## src/inc/sdf_consts.svh

```systemverilog
`ifndef SDF_CONSTS_SVH
`define SDF_CONSTS_SVH

// ----------------------------------------------------------------------------
// Register offsets
// ----------------------------------------------------------------------------
`define SDF_APB_AW 8
`define SDF_OFF_CTRL 8'h00
`define SDF_OFF_STATUS 8'h04
`define SDF_OFF_IRQ_STAT 8'h08
`define SDF_OFF_IRQ_MASK 8'h0c

// ----------------------------------------------------------------------------
// Field positions and widths
// ----------------------------------------------------------------------------
`define SDF_CTRL_W 3
`define SDF_IRQ_W 4
`define SDF_ST_FULL 0
`define SDF_ST_EMPTY 1
`define SDF_ST_AFULL 2
`define SDF_ST_AEMPTY 3
`define SDF_ST_CNT_LSB 8
`define SDF_ST_WCNT_LSB 20

// ----------------------------------------------------------------------------
// Reset values
// ----------------------------------------------------------------------------
`define SDF_CTRL_RST 3'h6
`define SDF_IRQ_MASK_RST 4'h0

`endif

```

## src/inc/sdf_pkg.sv

```systemverilog
`default_nettype none

package sdf_pkg;
	typedef struct packed {
		logic unf_prot;
		logic ovf_prot;
		logic show_ahead;
	} sdf_ctrl_s;

	typedef struct packed {
		logic underflow_try;
		logic overflow_try;
		logic empty_hit;
		logic full_hit;
	} sdf_irq_s;

	typedef logic [31:0] sdf_word_t;
endpackage

`default_nettype wire

```

## src/hw/sdf_fifo_top.sv

```systemverilog
// The placing of the registers and the APB register port were left to the implementer.

`include "sdf_consts.svh"

`default_nettype none

module sdf_fifo_top #(
	parameter int WR_WIDTH = 8,
	parameter int RD_WIDTH = 8,
	parameter int DEPTH = 16,
	parameter bit DUAL_CLOCK = 1'b0,
	parameter bit EXTRA_BIT = 1'b1,
	parameter int ALMOST_FULL_LVL = DEPTH - 2,
	parameter int ALMOST_EMPTY_LVL = 2,
	localparam int AW = $clog2(DEPTH),
	localparam int PW = AW + 1
) (
	input wire logic CLK_SYS_IN,
	input wire logic RST_N_IN,
	input wire logic PSEL_IN,
	input wire logic PENABLE_IN,
	input wire logic PWRITE_IN,
	input wire logic [`SDF_APB_AW-1:0] PADDR_IN,
	input wire logic [31:0] PWDATA_IN,
	output logic [31:0] PRDATA_OUT,
	output logic PREADY_OUT,
	output logic PSLVERR_OUT,
	output logic IRQ_OUT,
	input wire logic WR_REQ_IN,
	input wire logic [WR_WIDTH-1:0] WR_DATA_IN,
	input wire logic RD_REQ_IN,
	output logic [RD_WIDTH-1:0] RD_DATA_OUT,
	output logic FULL_OUT,
	output logic EMPTY_OUT,
	output logic ALMOST_FULL_OUT,
	output logic ALMOST_EMPTY_OUT,
	output logic [PW-1:0] USED_OUT,
	output logic [PW-1:0] WR_USED_OUT,
	output logic [PW-1:0] RD_USED_OUT
);
	// ------------------------------------------------------------------------
	// Reset release
	// ------------------------------------------------------------------------
	logic [1:0] rst_sync_reg;
	logic rst_n;

	always_ff @(posedge CLK_SYS_IN or negedge RST_N_IN) begin
		if (!RST_N_IN) begin
			rst_sync_reg <= 2'h0;
		end else begin
			rst_sync_reg <= {rst_sync_reg[0], 1'b1};
		end
	end

	assign rst_n = rst_sync_reg[1];

	// ------------------------------------------------------------------------
	// State
	// ------------------------------------------------------------------------
	typedef struct packed {
		logic [DEPTH-1:0][WR_WIDTH-1:0] mem;
		logic [PW-1:0] wr_ptr;
		logic [PW-1:0] rd_ptr;
		logic [WR_WIDTH-1:0] rd_data;
		logic full_seen;
		logic empty_seen;
		sdf_pkg::sdf_ctrl_s ctrl;
		sdf_pkg::sdf_irq_s irq_stat;
		sdf_pkg::sdf_irq_s irq_mask;
		sdf_pkg::sdf_word_t prdata;
		logic pslverr;
	} sdf_top_s;

	sdf_top_s s_reg, s_next;
	logic [PW-1:0] count;
	logic sc_full;
	logic sc_empty;
	logic fifo_full;
	logic fifo_empty;
	logic wr_accept;
	logic rd_accept;
	logic apb_wr;
	logic mode_hold;
	logic dc_full;
	logic dc_empty;
	logic [PW-1:0] dc_wr_used;
	logic [PW-1:0] dc_rd_used;
	logic [RD_WIDTH-1:0] dc_data;

	// ------------------------------------------------------------------------
	// Register decode
	// ------------------------------------------------------------------------
	function automatic logic reg_hit(input logic [`SDF_APB_AW-1:0] a);
		return (a == `SDF_OFF_CTRL) || (a == `SDF_OFF_STATUS) ||
			(a == `SDF_OFF_IRQ_STAT) || (a == `SDF_OFF_IRQ_MASK);
	endfunction

	// ------------------------------------------------------------------------
	// Variant selection
	// ------------------------------------------------------------------------
	// Both ends of the dual variant run on the system clock here; the core
	// itself makes no assumption about how the two clocks relate.
	if (DUAL_CLOCK) begin : g_dual
		sdf_dual_core #(
			.WR_WIDTH(WR_WIDTH),
			.RD_WIDTH(RD_WIDTH),
			.DEPTH(DEPTH),
			.EXTRA_BIT(EXTRA_BIT)
		) u_dual (
			.wr_clk_in(CLK_SYS_IN),
			.wr_rst_n_in(rst_n),
			.wr_req_in(WR_REQ_IN),
			.wr_data_in(WR_DATA_IN),
			.ovf_prot_in(s_reg.ctrl.ovf_prot),
			.wr_full_out(dc_full),
			.wr_used_out(dc_wr_used),
			.rd_clk_in(CLK_SYS_IN),
			.rd_rst_n_in(rst_n),
			.rd_req_in(RD_REQ_IN),
			.show_ahead_in(s_reg.ctrl.show_ahead),
			.unf_prot_in(s_reg.ctrl.unf_prot),
			.rd_data_out(dc_data),
			.rd_empty_out(dc_empty),
			.rd_used_out(dc_rd_used)
		);
	end else begin : g_single
		assign dc_full = 1'b0;
		assign dc_empty = 1'b1;
		assign dc_wr_used = '0;
		assign dc_rd_used = '0;
		assign dc_data = '0;
	end

	if (!DUAL_CLOCK && (WR_WIDTH != RD_WIDTH)) begin : g_width_error
		$error("single-clock buffer needs equal write and read widths");
	end

	// ------------------------------------------------------------------------
	// Single-clock buffer
	// ------------------------------------------------------------------------
	// The count is the pointer difference with one spare bit, so a depth that
	// is a power of two makes the wrap free.
	assign count = s_reg.wr_ptr - s_reg.rd_ptr;
	assign sc_full = count == PW'(DEPTH);
	assign sc_empty = count == '0;
	assign fifo_full = DUAL_CLOCK ? dc_full : sc_full;
	assign fifo_empty = DUAL_CLOCK ? dc_empty : sc_empty;
	assign wr_accept = WR_REQ_IN && (!fifo_full || !s_reg.ctrl.ovf_prot);
	assign rd_accept = RD_REQ_IN && (!fifo_empty || !s_reg.ctrl.unf_prot);
	assign apb_wr = PSEL_IN && PENABLE_IN && PWRITE_IN;
	assign mode_hold = s_next.ctrl.show_ahead == s_reg.ctrl.show_ahead;

	always_comb begin
		logic [PW-1:0] rd_nx;
		sdf_pkg::sdf_irq_s ev;
		sdf_pkg::sdf_irq_s clr;
		sdf_pkg::sdf_word_t status;
		rd_nx = s_reg.rd_ptr;
		ev = '0;
		clr = '0;
		status = '0;
		s_next = s_reg;
		if (!DUAL_CLOCK) begin
			if (wr_accept) begin
				s_next.mem[s_reg.wr_ptr[AW-1:0]] = WR_DATA_IN;
				s_next.wr_ptr = s_reg.wr_ptr + PW'(1);
			end
			if (rd_accept) begin
				rd_nx = s_reg.rd_ptr + PW'(1);
			end
			s_next.rd_ptr = rd_nx;
			if (s_reg.ctrl.show_ahead) begin
				// A word written into the shown slot is forwarded straight
				// from the input, since the array only holds it after the edge.
				if (wr_accept && (s_reg.wr_ptr[AW-1:0] == rd_nx[AW-1:0])) begin
					s_next.rd_data = WR_DATA_IN;
				end else begin
					s_next.rd_data = s_reg.mem[rd_nx[AW-1:0]];
				end
			end else if (rd_accept) begin
				s_next.rd_data = s_reg.mem[s_reg.rd_ptr[AW-1:0]];
			end
		end
		s_next.full_seen = fifo_full;
		s_next.empty_seen = fifo_empty;
		ev.full_hit = fifo_full && !s_reg.full_seen;
		ev.empty_hit = fifo_empty && !s_reg.empty_seen;
		ev.overflow_try = WR_REQ_IN && fifo_full;
		ev.underflow_try = RD_REQ_IN && fifo_empty;
		if (apb_wr && (PADDR_IN == `SDF_OFF_CTRL)) begin
			s_next.ctrl = sdf_pkg::sdf_ctrl_s'(PWDATA_IN[`SDF_CTRL_W-1:0]);
		end
		if (apb_wr && (PADDR_IN == `SDF_OFF_IRQ_MASK)) begin
			s_next.irq_mask = sdf_pkg::sdf_irq_s'(PWDATA_IN[`SDF_IRQ_W-1:0]);
		end
		if (apb_wr && (PADDR_IN == `SDF_OFF_IRQ_STAT)) begin
			clr = sdf_pkg::sdf_irq_s'(PWDATA_IN[`SDF_IRQ_W-1:0]);
		end
		// An event in the clearing cycle survives the clear.
		s_next.irq_stat = (s_reg.irq_stat & ~clr) | ev;
		status[`SDF_ST_FULL] = fifo_full;
		status[`SDF_ST_EMPTY] = fifo_empty;
		status[`SDF_ST_AFULL] = ALMOST_FULL_OUT;
		status[`SDF_ST_AEMPTY] = ALMOST_EMPTY_OUT;
		status[`SDF_ST_CNT_LSB +: PW] = DUAL_CLOCK ? RD_USED_OUT : USED_OUT;
		status[`SDF_ST_WCNT_LSB +: PW] = WR_USED_OUT;
		// Read data is captured in the setup phase so that it comes from a
		// register while the slave still answers without wait states.
		if (PSEL_IN && !PENABLE_IN) begin
			s_next.pslverr = !reg_hit(PADDR_IN);
			case (PADDR_IN)
				`SDF_OFF_CTRL: s_next.prdata = 32'(s_reg.ctrl);
				`SDF_OFF_STATUS: s_next.prdata = status;
				`SDF_OFF_IRQ_STAT: s_next.prdata = 32'(s_reg.irq_stat);
				`SDF_OFF_IRQ_MASK: s_next.prdata = 32'(s_reg.irq_mask);
				default: s_next.prdata = 32'h0;
			endcase
		end
	end

	always_ff @(posedge CLK_SYS_IN or negedge rst_n) begin
		if (!rst_n) begin
			s_reg <= '0;
			s_reg.empty_seen <= 1'b1;
			s_reg.ctrl <= `SDF_CTRL_RST;
			s_reg.irq_mask <= `SDF_IRQ_MASK_RST;
		end else begin
			s_reg <= s_next;
		end
	end

	// ------------------------------------------------------------------------
	// Outputs
	// ------------------------------------------------------------------------
	assign PRDATA_OUT = s_reg.prdata;
	assign PREADY_OUT = PSEL_IN && PENABLE_IN;
	assign PSLVERR_OUT = PSEL_IN && PENABLE_IN && s_reg.pslverr;
	assign IRQ_OUT = |(s_reg.irq_stat & s_reg.irq_mask);
	assign RD_DATA_OUT = DUAL_CLOCK ? dc_data : RD_WIDTH'(s_reg.rd_data);
	assign FULL_OUT = fifo_full;
	assign EMPTY_OUT = fifo_empty;
	assign ALMOST_FULL_OUT = !DUAL_CLOCK && (count >= PW'(ALMOST_FULL_LVL));
	assign ALMOST_EMPTY_OUT = !DUAL_CLOCK && (count < PW'(ALMOST_EMPTY_LVL));
	assign USED_OUT = DUAL_CLOCK ? '0 : (EXTRA_BIT ? count : {1'b0, count[AW-1:0]});
	assign WR_USED_OUT = dc_wr_used;
	assign RD_USED_OUT = dc_rd_used;
endmodule // sdf_fifo_top

`default_nettype wire

```

## src/hw/sdf_dual_core.sv

```systemverilog
`default_nettype none

module sdf_dual_core #(
	parameter int WR_WIDTH = 8,
	parameter int RD_WIDTH = 8,
	parameter int DEPTH = 16,
	parameter bit EXTRA_BIT = 1'b1,
	localparam int AW = $clog2(DEPTH),
	localparam int PW = AW + 1
) (
	input wire logic wr_clk_in,
	input wire logic wr_rst_n_in,
	input wire logic wr_req_in,
	input wire logic [WR_WIDTH-1:0] wr_data_in,
	input wire logic ovf_prot_in,
	output logic wr_full_out,
	output logic [PW-1:0] wr_used_out,
	input wire logic rd_clk_in,
	input wire logic rd_rst_n_in,
	input wire logic rd_req_in,
	input wire logic show_ahead_in,
	input wire logic unf_prot_in,
	output logic [RD_WIDTH-1:0] rd_data_out,
	output logic rd_empty_out,
	output logic [PW-1:0] rd_used_out
);
	localparam int U = (WR_WIDTH < RD_WIDTH) ? WR_WIDTH : RD_WIDTH;
	localparam int WRR = WR_WIDTH / U;
	localparam int RDR = RD_WIDTH / U;
	localparam int WSH = $clog2(WRR);
	localparam int RSH = $clog2(RDR);

	// ------------------------------------------------------------------------
	// Gray helpers
	// ------------------------------------------------------------------------
	// Pointers are shifted down by the side ratio first, so each step is one
	// Gray bit even when a wide side moves several narrow units at once.
	function automatic logic [PW-1:0] to_gray(input logic [PW-1:0] b);
		return b ^ (b >> 1);
	endfunction

	function automatic logic [PW-1:0] from_gray(input logic [PW-1:0] g);
		logic [PW-1:0] b;
		b = g;
		for (int i = PW - 2; i >= 0; i--) begin
			b[i] = b[i+1] ^ g[i];
		end
		return b;
	endfunction

	typedef struct packed {
		logic [DEPTH-1:0][U-1:0] mem;
		logic [PW-1:0] wr_bin;
		logic [PW-1:0] wr_gray;
		logic [PW-1:0] rd_sync1;
		logic [PW-1:0] rd_sync2;
		logic [PW-1:0] used;
		logic full;
	} sdf_wside_s;

	typedef struct packed {
		logic [PW-1:0] rd_bin;
		logic [PW-1:0] rd_gray;
		logic [PW-1:0] wr_sync1;
		logic [PW-1:0] wr_sync2;
		logic [PW-1:0] used;
		logic empty;
		logic [RD_WIDTH-1:0] data;
	} sdf_rside_s;

	sdf_wside_s w_reg, w_next;
	sdf_rside_s r_reg, r_next;
	logic wr_go;
	logic rd_go;

	// ------------------------------------------------------------------------
	// Write domain
	// ------------------------------------------------------------------------
	assign wr_go = wr_req_in && (!w_reg.full || !ovf_prot_in);

	always_comb begin
		logic [AW-1:0] idx;
		idx = '0;
		w_next = w_reg;
		if (wr_go) begin
			for (int i = 0; i < WRR; i++) begin
				idx = w_reg.wr_bin[AW-1:0] + AW'(i);
				w_next.mem[idx] = wr_data_in[i*U +: U];
			end
			w_next.wr_bin = w_reg.wr_bin + PW'(WRR);
		end
		w_next.wr_gray = to_gray(w_next.wr_bin >> WSH);
		w_next.rd_sync1 = r_reg.rd_gray;
		w_next.rd_sync2 = w_reg.rd_sync1;
		w_next.used = w_next.wr_bin - (from_gray(w_reg.rd_sync2) << RSH);
		w_next.full = w_next.used > PW'(DEPTH - WRR);
	end

	always_ff @(posedge wr_clk_in or negedge wr_rst_n_in) begin
		if (!wr_rst_n_in) begin
			w_reg <= '0;
		end else begin
			w_reg <= w_next;
		end
	end

	// ------------------------------------------------------------------------
	// Read domain
	// ------------------------------------------------------------------------
	assign rd_go = rd_req_in && (!r_reg.empty || !unf_prot_in);

	always_comb begin
		logic [AW-1:0] idx;
		logic [PW-1:0] src;
		idx = '0;
		src = '0;
		r_next = r_reg;
		if (rd_go) begin
			r_next.rd_bin = r_reg.rd_bin + PW'(RDR);
		end
		src = show_ahead_in ? r_next.rd_bin : r_reg.rd_bin;
		if (show_ahead_in || rd_go) begin
			for (int i = 0; i < RDR; i++) begin
				idx = src[AW-1:0] + AW'(i);
				r_next.data[i*U +: U] = w_reg.mem[idx];
			end
		end
		r_next.rd_gray = to_gray(r_next.rd_bin >> RSH);
		r_next.wr_sync1 = w_reg.wr_gray;
		r_next.wr_sync2 = r_reg.wr_sync1;
		r_next.used = (from_gray(r_reg.wr_sync2) << WSH) - r_next.rd_bin;
		r_next.empty = r_next.used < PW'(RDR);
	end

	always_ff @(posedge rd_clk_in or negedge rd_rst_n_in) begin
		if (!rd_rst_n_in) begin
			r_reg <= '0;
			r_reg.empty <= 1'b1;
		end else begin
			r_reg <= r_next;
		end
	end

	assign wr_full_out = w_reg.full;
	assign wr_used_out = EXTRA_BIT ? w_reg.used : {1'b0, w_reg.used[AW-1:0]};
	assign rd_empty_out = r_reg.empty;
	assign rd_used_out = EXTRA_BIT ? r_reg.used : {1'b0, r_reg.used[AW-1:0]};
	assign rd_data_out = r_reg.data;
endmodule // sdf_dual_core

`default_nettype wire

```

## config.mk

```make
export PLATFORM = sky130hd
export DESIGN_NAME = sdf_fifo_top
export DESIGN_NICKNAME = d
export VERILOG_FILES = /design/src/inc/sdf_pkg.sv /design/src/hw/sdf_fifo_top.sv /design/src/hw/sdf_dual_core.sv
export VERILOG_INCLUDE_DIRS = /design/src /design/src/inc
export SDC_FILE = /design/constraint.sdc
export NUM_CORES = 1
export LEC_CHECK = 0
export BUFFER_PORTS_ARGS = -buffer_cell sky130_fd_sc_hd__buf_2
export CORE_AREA = 2 2 205 207
export DETAILED_ROUTE_END_ITERATION = 10
export DIE_AREA = 0 0 207 209
export PLACE_DENSITY_LB_ADDON = 0.08
export SYNTH_ARGS = -nofsm -noshare
export SYNTH_HDL_FRONTEND = slang
export SYNTH_SLANG_ARGS = --single-unit
```

## constraint.sdc

```tcl
create_clock -name CLK_SYS_IN -period 7.1 [get_ports CLK_SYS_IN]
set_input_delay 0.71 -clock CLK_SYS_IN [delete_from_list [all_inputs] [get_ports CLK_SYS_IN]]
set_output_delay 0.71 -clock CLK_SYS_IN [all_outputs]
set_load 0.05 [all_outputs]
```

==> impl_metrics.env, run 1 <==
export IMPL_cts_buffers=17
export IMPL_setup_viol=0
export IMPL_syn_area_um2=10100
export IMPL_areaGrowthSynthToFinish_pct=11.5
export IMPL_pin_count=117
export IMPL_fillers=4330
export IMPL_core_um2=41300
export IMPL_use_met2_pct=24.7
export IMPL_die_area_um2=43300
export IMPL_critPathLaunchType="flip-flop"
export IMPL_post_cts_buffers=0
export IMPL_p_leak_nw=4.86
export IMPL_drive_gt1_share_pct=33.3
export IMPL_totalWireLength_um=31400
export IMPL_cts_sinks=171
export IMPL_post_cts_resized=0
export IMPL_maxSlewViolCount=0
export IMPL_required_ns=7.40
export IMPL_grt_pass1_wl_um=47000
export IMPL_powerDensity_nw_per_um2=535
export IMPL_cts_tree="done"
export IMPL_period_minus_slack_ns=4.62
export IMPL_hold_violations=0
export IMPL_path_class="reg2reg"
export IMPL_synth_edf_count=0
export IMPL_r2r_start="s_reg[56]"
export IMPL_critPathBufInv=3
export IMPL_antenna_found_initial=1
export IMPL_use_met1_pct=19.7
export IMPL_remaining_drc_errors=0
export IMPL_h_tree_depth=4
export IMPL_finalCritPeriodShare_pct=65.1
export IMPL_viasPerCell=4.76
export IMPL_num_rows=75
export IMPL_wl_per_cell_um=22.6
export IMPL_pre_cts_ws_ns=2.36
export IMPL_yosysMostFrequentCell="dfrtp_1"
export IMPL_path_cells="inv_1 -> ha_1 -> a21oi_1 -> a2111oi_4 -> o22ai_4 -> clkinv_2 -> a31oi_1 -> and2_0 -> inv_1 -> o311ai_0 -> a31oi_1"
export IMPL_cap_violations=0
export IMPL_clk_insertion_delay_late_ns=0.45
export IMPL_vdd_drop_max_uv=257
export IMPL_status="complete, no violations"
export IMPL_portBuffers=55
export IMPL_drtPass1Iterations=5
export IMPL_yosys_warnings=0
export IMPL_path_clk_slew_ns=0.07
export IMPL_path_depth=11
export IMPL_endpoint="RD_DATA_OUT[5]"
export IMPL_gp_congestion=0.716
export IMPL_fin_ws_ns=2.48
export IMPL_rrSetupSlack_ns=2.48
export IMPL_yosysUniqueCellTypes=69
export IMPL_finClkSkew_ns=0.0100
export IMPL_crit_arrival_ns=4.92
export IMPL_grt_setup_unrepaired="no"
export IMPL_top_usage_layer="met2"
export IMPL_reg2reg_depth=11
export IMPL_die_w_um=207
export IMPL_max_freq_ghz=0.216
export IMPL_grt_pass1_vias=6847
export IMPL_slew_headroom_pct=33.0
export IMPL_vias=6623
export IMPL_hp_class="in2async"
export IMPL_synth_avg_cell_area_um2=12.3
export IMPL_ctsHoldBuffers=0
export IMPL_cp_startpoint="s_reg[56]"
export IMPL_ant_nets=0
export IMPL_grt_overflow=0
export IMPL_critical_path_peak_fanout=17
export IMPL_synth_top_area_share_pct=41.6
export IMPL_worst_pin_slew_ns=1.00
export IMPL_synth_area_leaders="dfrtp_1 (42%), mux4_2 (12%), mux2_2 (9.9%), mux2_1 (5.8%), buf_4 (4.0%)"
export IMPL_largest_reg_flops=152
export IMPL_nets=904
export IMPL_grt_use_total_pct=14.7
export IMPL_async_flop_share_pct=100
export IMPL_r2r_end="RD_DATA_OUT[5]"
export IMPL_clock_root_buffer="clkbuf_16"
export IMPL_synth_common_cells="dfrtp_1 (168), mux2_2 (89), nand2_1 (65)"
export IMPL_grt_max_degree=135
export IMPL_met3_usage_pct=2.30
export IMPL_hpwl_um=20700
export IMPL_slowest_stage="dfrtp_1"
export IMPL_synth_seq_area_share_pct=42.3
export IMPL_start_util_pct=24.5
export IMPL_synth_flop_cell="dfrtp_1"
export IMPL_syn_inst=821
export IMPL_path_delay_family="compound AO/OA/AOI/OAI gates"
export IMPL_die_h_um=209
export IMPL_dr_first_iter_drc_count=423
export IMPL_clk_path_buf_depth=2
export IMPL_critPathMaxStageDelay_ns=0.89
export IMPL_tns_ns=0
export IMPL_synth_top_area_cell="dfrtp_1"
export IMPL_endpoint_kind="flip-flop"
export IMPL_ys_ff_latch=171
==> cell families after synthesis <==
logic type	Yosys count	share of synthesized area (%)
and+or+nand+nor	156	7.55
muxes	231	31.5
buffers and inverters	114	6.53
AOI/OAI and AO/OA	124	8.99
DFF	171	42.3
other	2	0.0743
adders and majority gates	10	1.31
xor gates and xnor gates	13	1.66
==> layout make-up <==
class                           instances  area, µm²  area share [%]
Clock buffer                           19        453            4.02
Clock inverter                         11        111           0.987
Timing Repair Buffer                   64        355            3.15
Sequential cell                       171       4290            38.1
Antenna cell                            1       2.50          0.0222
Inverter                               17       65.1           0.577
Multi-Input combinational cell        568       5320            47.2
Tap cell                              539        674            5.98
==> power by group <==
part           internal [W]  leakage [nW]  switching (W)
logic               0.00144          2.47        0.00189
registers           0.00139          2.11       0.000388
clock network      0.000504         0.278       0.000426
==> worst min path at each step <==
| stage | from | end | depth (start not counted) |
|---|---|---|---|
| 6_report | RST_N_IN | rst_sync_reg[1] | 1 |
| 5_1_grt | RST_N_IN | rst_sync_reg[1] | 1 |
| 4_1_cts | RST_N_IN | rst_sync_reg[1] | 1 |
| 3_5_place_dp | rst_sync_reg[1] | s_reg[54] | 0 |
| 3_3_place_gp | rst_sync_reg[0] | rst_sync_reg[1] | 0 |
| 2_1_floorplan | rst_sync_reg[0] | rst_sync_reg[1] | 0 |
==> cells in the final DEF (no fill, tap or decap), drive strengths merged, types with 3 or more instances in the layout <==
cell type and n:
a22o 4, conb 34, a22oi 3, nor3 4, a31oi 13, and3 3, mux4 56, buf 64
dfrtp 168, o41ai 8, nand2 81, o211ai 3, a21oi 28, mux2 141, clkbuf 19, o22ai 4
xnor2 10, o31ai 5, a32oi 13, nand3 7, and2 5, nand4 5, a211oi 4, clkinv 6
inv 20, nand2b 3, dfstp 3, o21ai 24, nor2 38, or2 3, ha 9, mux2i 34
==> routing by layer <==
metal	part of all wire [%]	wire length (µm)
met5	0	0
met4	1.2	371
met3	2.8	879
met2	49	15300
met1	47	14800
==> metrics by stage <==
stage / cells / util [%] / hold slack (ns) / power, W / area, µm²
floorplan: 853 / - / 0.331 / 0.00431 / 10200
global placement: 1359 / 25.9 / 0.333 / 0.00517 / 10700
detailed placement: 1359 / 25.9 / 0.337 / 0.00517 / 10700
CTS: 1389 / 27.3 / 0.0150 / 0.00613 / 11300
global route: 1390 / 27.3 / 0.0207 / 0.00645 / 11300
finish: 1390 / 27.3 / 0.0436 / 0.00604 / 11300
(Power assumes the default switching activity.)
==> run 2: changes to the inputs <==
==> constraint.sdc (replaced) <==
create_clock -name CLK_SYS_IN -period 4.5 [get_ports CLK_SYS_IN]
set_input_delay 0.45 -clock CLK_SYS_IN [delete_from_list [all_inputs] [get_ports CLK_SYS_IN]]
set_output_delay 0.45 -clock CLK_SYS_IN [all_outputs]
set_load 0.05 [all_outputs]
==> run 2 against run 1 <==
  * Core utilization rose by 0.30 points
  * Worst setup slack got worse by 2.1 ns
  * Sequential power rose by 53%
  * Clock-buffer cell count rose by 1
  * First-iteration DRC count fell by 8.5%
  * Register-to-register slack got worse by 2.1 ns
  * Worst hold slack improved by 0.21 ns
  * Via count rose by 0.44%
  * Clock skew fell by 0.0028 ns
  * Combinational power rose by 63%
  * Die area did not move
  * Final cell count rose by 0.86%
  * Critical endpoint is now RD_DATA_OUT[6]
  * Largest cell class unchanged
  * Largest power group unchanged
  * Highest routed layer unchanged
==> impl_metrics.env, run 2 (synthesized netlist as in run 1, its figures left out) <==
export IMPL_maxSlewViolCount=0
export IMPL_ant_nets=0
export IMPL_comb_power_share_pct=56.0
export IMPL_ctsHoldBuffers=1
export IMPL_post_cts_buffers=0
export IMPL_layout_common_cells="dfrtp_1 (165), mux2_2 (89), nand2_1 (65)"
export IMPL_grt_setup_unrepaired="no"
export IMPL_post_route_util_pct=27.6
export IMPL_grt_max_degree=77
export IMPL_antennaDiodeCount=0
export IMPL_power_w=0.00971
export IMPL_areaGrowthSynthToFinish_pct=12.7
export IMPL_cts_buffers=17
export IMPL_hpwl_um=20600
export IMPL_cts_sinks=171
export IMPL_critPathLaunchType="flip-flop"
export IMPL_powerDensity_nw_per_um2=851
export IMPL_crit_arrival_ns=4.47
export IMPL_required_ns=4.86
export IMPL_pwr_share_clk_pct=16.0
export IMPL_antenna_found_initial=0
export IMPL_grt_pass1_vias=6900
export IMPL_worst_pin_slew_ns=0.711
export IMPL_hp_class="in2reg"
export IMPL_totalWireLength_um=31200
export IMPL_clock_root_buffer="clkbuf_16"
export IMPL_drive_gt1_share_pct=34.2
export IMPL_endpoint_kind="flip-flop"
export IMPL_vdd_drop_max_uv=367
export IMPL_slowest_stage="or2_1"
export IMPL_path_cells="inv_1 -> ha_1 -> inv_1 -> fa_1 -> xnor2_1 -> inv_2 -> a2111oi_4 -> o22ai_4 -> clkinv_2 -> a21oi_2 -> or3_1 -> a21bo_1 -> or2_1 -> a31oi_1"
export IMPL_path_clk_slew_ns=0.07
export IMPL_slew_headroom_pct=52.6
export IMPL_layout_commonest_cell="dfrtp_1"
export IMPL_period_minus_slack_ns=4.10
export IMPL_die_w_um=207
export IMPL_h_tree_depth=4
export IMPL_p_leak_nw=4.94
export IMPL_portBuffers=55
export IMPL_core_um2=41300
export IMPL_tns_ns=0
export IMPL_finClkSkew_ns=0.00719
export IMPL_multi_input_area_um2=5320
export IMPL_dr_first_iter_drc_count=387
export IMPL_viasPerCell=4.74
export IMPL_status="complete, no violations"
export IMPL_die_h_um=209
export IMPL_cts_tree="done"
export IMPL_wl_per_cell_um=22.3
export IMPL_largest_reg_flops=152
export IMPL_final_cell_count_no_fill=1402
export IMPL_path_class="reg2reg"
export IMPL_clk_insertion_delay_late_ns=0.44
export IMPL_grt_use_total_pct=14.6
export IMPL_start_util_pct=24.5
export IMPL_post_cts_resized=0
export IMPL_fillers=4237
export IMPL_num_rows=75
export IMPL_remaining_drc_errors=0
export IMPL_grt_overflow=0
export IMPL_pin_count=117
export IMPL_clk_path_buf_depth=2
export IMPL_cap_violations=0
export IMPL_hold_violations=0
export IMPL_vias=6652
export IMPL_drtPass1Iterations=4
export IMPL_finalCritPeriodShare_pct=91.2
export IMPL_setup_viol=0
export IMPL_cp_common_cell="inv_1"
export IMPL_swShare_pct=44.4
export IMPL_critical_path_peak_fanout=13
export IMPL_p_int_w=0.00540
export IMPL_gp_congestion=0.733
export IMPL_switchingPower_w=0.00431
export IMPL_dp_cells=1369
export IMPL_die_area_um2=43300
export IMPL_max_freq_ghz=0.244
export IMPL_nets=915
export IMPL_ff_latch_area_um2=4290
export IMPL_power_frac_seq_pct=28.0
export IMPL_critPathMaxStageDelay_ns=0.50
export IMPL_grt_pass1_wl_um=47000
-- run 2: cell count changes in the layout (fill, tap and decap cells not counted), sizes merged --
cell,previous run,this run
clkbuf,19,20
bufinv,1,2
diode,1,0
buf,64,74
dlygate4sd3,0,1
-- run 2: worst max-delay path: cells and delay by family, from the launching register on --
family                   cells  cell delay (ns)
buffers and inverters        4             0.58
flip-flops                   1             0.43
XOR/XNOR                     1             0.34
adder cells (fa/ha/maj)      2             0.59
AO/OA/AOI/OAI                5             1.21
AND/OR/NAND/NOR              2             0.84
-- run 2: power by group through the flow --
stage | sequential (W) | clock, W | combinational, W
2_1_floorplan | 0.00256 | 0 | 0.00424
3_3_place_gp | 0.00274 | 0 | 0.00548
3_5_place_dp | 0.00274 | 0 | 0.00549
4_1_cts | 0.00271 | 0.00160 | 0.00551
5_1_grt | 0.00281 | 0.00166 | 0.00585
6_report | 0.00272 | 0.00155 | 0.00544
-- run 2: worst paths after layout --
path,start,endpoint,slack (ns),cells past startpoint
worst max-delay path,s_reg[59],RD_DATA_OUT[6],0.40,14
worst min-delay path,WR_REQ_IN,s_reg[39],0.26,2
worst max register to register,s_reg[59],RD_DATA_OUT[6],0.40,14
worst min register to register,rst_sync_reg[0],rst_sync_reg[1],0.36,0
max in group asynchronous,rst_sync_reg[1],s_reg[84],3.04,1
min in group asynchronous,RST_N_IN,rst_sync_reg[1],0.31,2
-- run 2: cell type report --
type	count	area share (%)
Clock buffer	20	4.09
Clock inverter	12	1.17
Inverter	17	0.571
Multi-Input combinational cell	568	46.6
Sequential cell	171	37.6
Tap cell	539	5.92
Timing Repair Buffer	75	3.97
-- run 2: stage by stage --
stage	hold slack, ns	instance area [µm²]	setup WS, ns
floorplan	0.154	10200	0.397
global placement	0.237	10800	0.461
detailed placement	0.239	10800	0.403
CTS	0.233	11400	0.353
global route	0.241	11400	0.133
finish	0.255	11400	0.395
-- run 2: layer usage --
layer	part of all wire, %	vias to the layer above	GRT usage (%)
met1	47	3492	20.0
met4	1.2	0	3.60
met2	49	107	24.4
met5	0	-	0
li1	-	3032	-
met3	3.1	21	2.16
==> run 3: changes to the inputs <==
--- a/config.mk
+++ b/config.mk
@@ -10,7 +10,6 @@
 export CORE_AREA = 2 2 205 207
 export DETAILED_ROUTE_END_ITERATION = 10
 export DIE_AREA = 0 0 207 209
-export PLACE_DENSITY_LB_ADDON = 0.08
 export SYNTH_ARGS = -nofsm -noshare
 export SYNTH_HDL_FRONTEND = slang
 export SYNTH_SLANG_ARGS = --single-unit
==> run 3 against run 2 <==
  * Non-clock buffer count fell by 5
  * Sequential power barely moved
  * Final cell count fell by 0.36%
==> impl_metrics.env, run 3 (synthesized netlist as in run 1, its figures left out) <==
export IMPL_power_frac_seq_pct=28.6
export IMPL_comb_power_share_pct=54.9
export IMPL_pwr_share_clk_pct=16.4
export IMPL_viasPerCell=4.87
export IMPL_post_cts_buffers=0
export IMPL_num_rows=75
export IMPL_ant_nets=0
export IMPL_gp_congestion=0.819
export IMPL_grt_pass1_vias=6736
export IMPL_worst_pin_slew_ns=0.981
export IMPL_place_area_um2=10700
export IMPL_cap_violations=0
export IMPL_max_freq_ghz=0.243
export IMPL_nets=910
export IMPL_core_um2=41300
export IMPL_critPathBufInv=3
export IMPL_status="complete, no violations"
export IMPL_antenna_found_initial=1
export IMPL_dp_cells=1364
export IMPL_dr_first_iter_drc_count=630
export IMPL_cts_sinks=171
export IMPL_swShare_pct=43.7
export IMPL_required_ns=4.84
export IMPL_period_minus_slack_ns=4.12
export IMPL_clk_path_buf_depth=2
export IMPL_layout_commonest_cell="dfrtp_1"
export IMPL_cp_common_cell="inv_1"
export IMPL_die_area_um2=43300
export IMPL_vias=6805
export IMPL_wl_per_cell_um=18.7
export IMPL_start_util_pct=24.5
export IMPL_clk_insertion_delay_late_ns=0.44
export IMPL_grt_max_degree=64
export IMPL_layout_common_cells="dfrtp_1 (165), mux2_2 (89), nand2_1 (65)"
export IMPL_grt_overflow=0
export IMPL_critical_path_peak_fanout=13
export IMPL_design_area_um2=11400
export IMPL_remaining_drc_errors=0
export IMPL_grt_use_total_pct=12.2
export IMPL_fin_ws_ns=0.381
export IMPL_finClkSkew_ns=0.0150
export IMPL_path_cells="inv_1 -> ha_1 -> inv_1 -> fa_1 -> nor2_1 -> and4_1 -> o22ai_4 -> clkinv_2 -> a211o_4 -> xnor3_1 -> nand3_2 -> or2_1 -> a31oi_1"
export IMPL_critPathLaunchType="flip-flop"
export IMPL_p_leak_nw=4.91
export IMPL_die_w_um=207
export IMPL_path_clk_slew_ns=0.07
export IMPL_maxSlewViolCount=0
export IMPL_crit_arrival_ns=4.46
export IMPL_path_delay_family="simple AND/OR/NAND/NOR gates"
export IMPL_largest_reg_flops=152
export IMPL_h_tree_depth=4
export IMPL_slew_headroom_pct=34.6
export IMPL_hpwl_um=17100
export IMPL_finalCritPeriodShare_pct=91.5
export IMPL_totalWireLength_um=26100
export IMPL_pre_cts_ws_ns=0.433
export IMPL_switchingPower_w=0.00415
export IMPL_tns_ns=0
export IMPL_powerDensity_nw_per_um2=833
export IMPL_drtPass1Iterations=4
export IMPL_critPathMaxStageDelay_ns=0.70
export IMPL_p_int_w=0.00533
export IMPL_cts_buffers=17
export IMPL_antennaDiodeCount=0
export IMPL_grt_setup_unrepaired="no"
export IMPL_fillers=4278
export IMPL_die_h_um=209
export IMPL_setup_viol=0
export IMPL_hold_violations=0
export IMPL_portBuffers=55
export IMPL_post_cts_resized=0
export IMPL_grt_pass1_wl_um=40700
export IMPL_ctsHoldBuffers=1
export IMPL_slowest_stage="fa_1"
export IMPL_cts_tree="done"
export IMPL_final_cell_count_no_fill=1397
export IMPL_vdd_drop_max_uv=511
export IMPL_endpoint_kind="flip-flop"
export IMPL_pin_count=117
export IMPL_areaGrowthSynthToFinish_pct=12.5
export IMPL_clock_root_buffer="clkbuf_16"
export IMPL_drive_gt1_share_pct=33.8
export IMPL_hp_class="in2reg"
export IMPL_path_class="reg2reg"
-- run 3: per-layer routing --
| metal | up-vias | track usage [%] | routed length (µm) |
|---|---|---|---|
| met5 | - | 0 | 7 |
| met4 | 2 | 5.20 | 692 |
| met3 | 41 | 2.69 | 1400 |
| met2 | 230 | 19.9 | 12800 |
| met1 | 3509 | 15.6 | 11200 |
| li1 | 3023 | - | - |
-- run 3: worst paths after layout --
kind,to,startpoint,slack [ns],cells past startpoint
max in group asynchronous,s_reg[118],rst_sync_reg[1],2.90,1
max reg2reg,RD_DATA_OUT[6],s_reg[59],0.38,13
min,s_reg[39],WR_REQ_IN,0.25,2
max,RD_DATA_OUT[6],s_reg[59],0.38,13
min in group asynchronous,rst_sync_reg[0],RST_N_IN,0.34,2
min reg2reg,rst_sync_reg[1],rst_sync_reg[0],0.36,0
-- run 3: final cells by class --
type | count | area, µm² | share of cell area (%)
clock inverter | 15 | 204 | 1.79
timing repair buffer | 70 | 403 | 3.54
multi-input combinational | 568 | 5320 | 46.7
inverter | 17 | 65.1 | 0.572
tap | 539 | 674 | 5.93
clock buffer | 17 | 425 | 3.74
sequential | 171 | 4290 | 37.7
-- run 3: per-stage QoR --
stage          hold WS [ns]  total power, W  util (%)
2_1_floorplan         0.154         0.00680         -
3_3_place_gp          0.237         0.00784      26.0
3_5_place_dp          0.242         0.00794      26.0
4_1_cts               0.237         0.00953      27.6
5_1_grt               0.246          0.0100      27.6
6_report              0.249         0.00948      27.6
-- run 3: power by group through the flow --
stage	clock, W	combinational, W	sequential [W]
final	0.00156	0.00521	0.00271
after global routing	0.00166	0.00556	0.00281
after CTS	0.00160	0.00522	0.00271
after detailed placement	0	0.00520	0.00273
after global placement	0	0.00515	0.00269
after floorplan	0	0.00424	0.00256
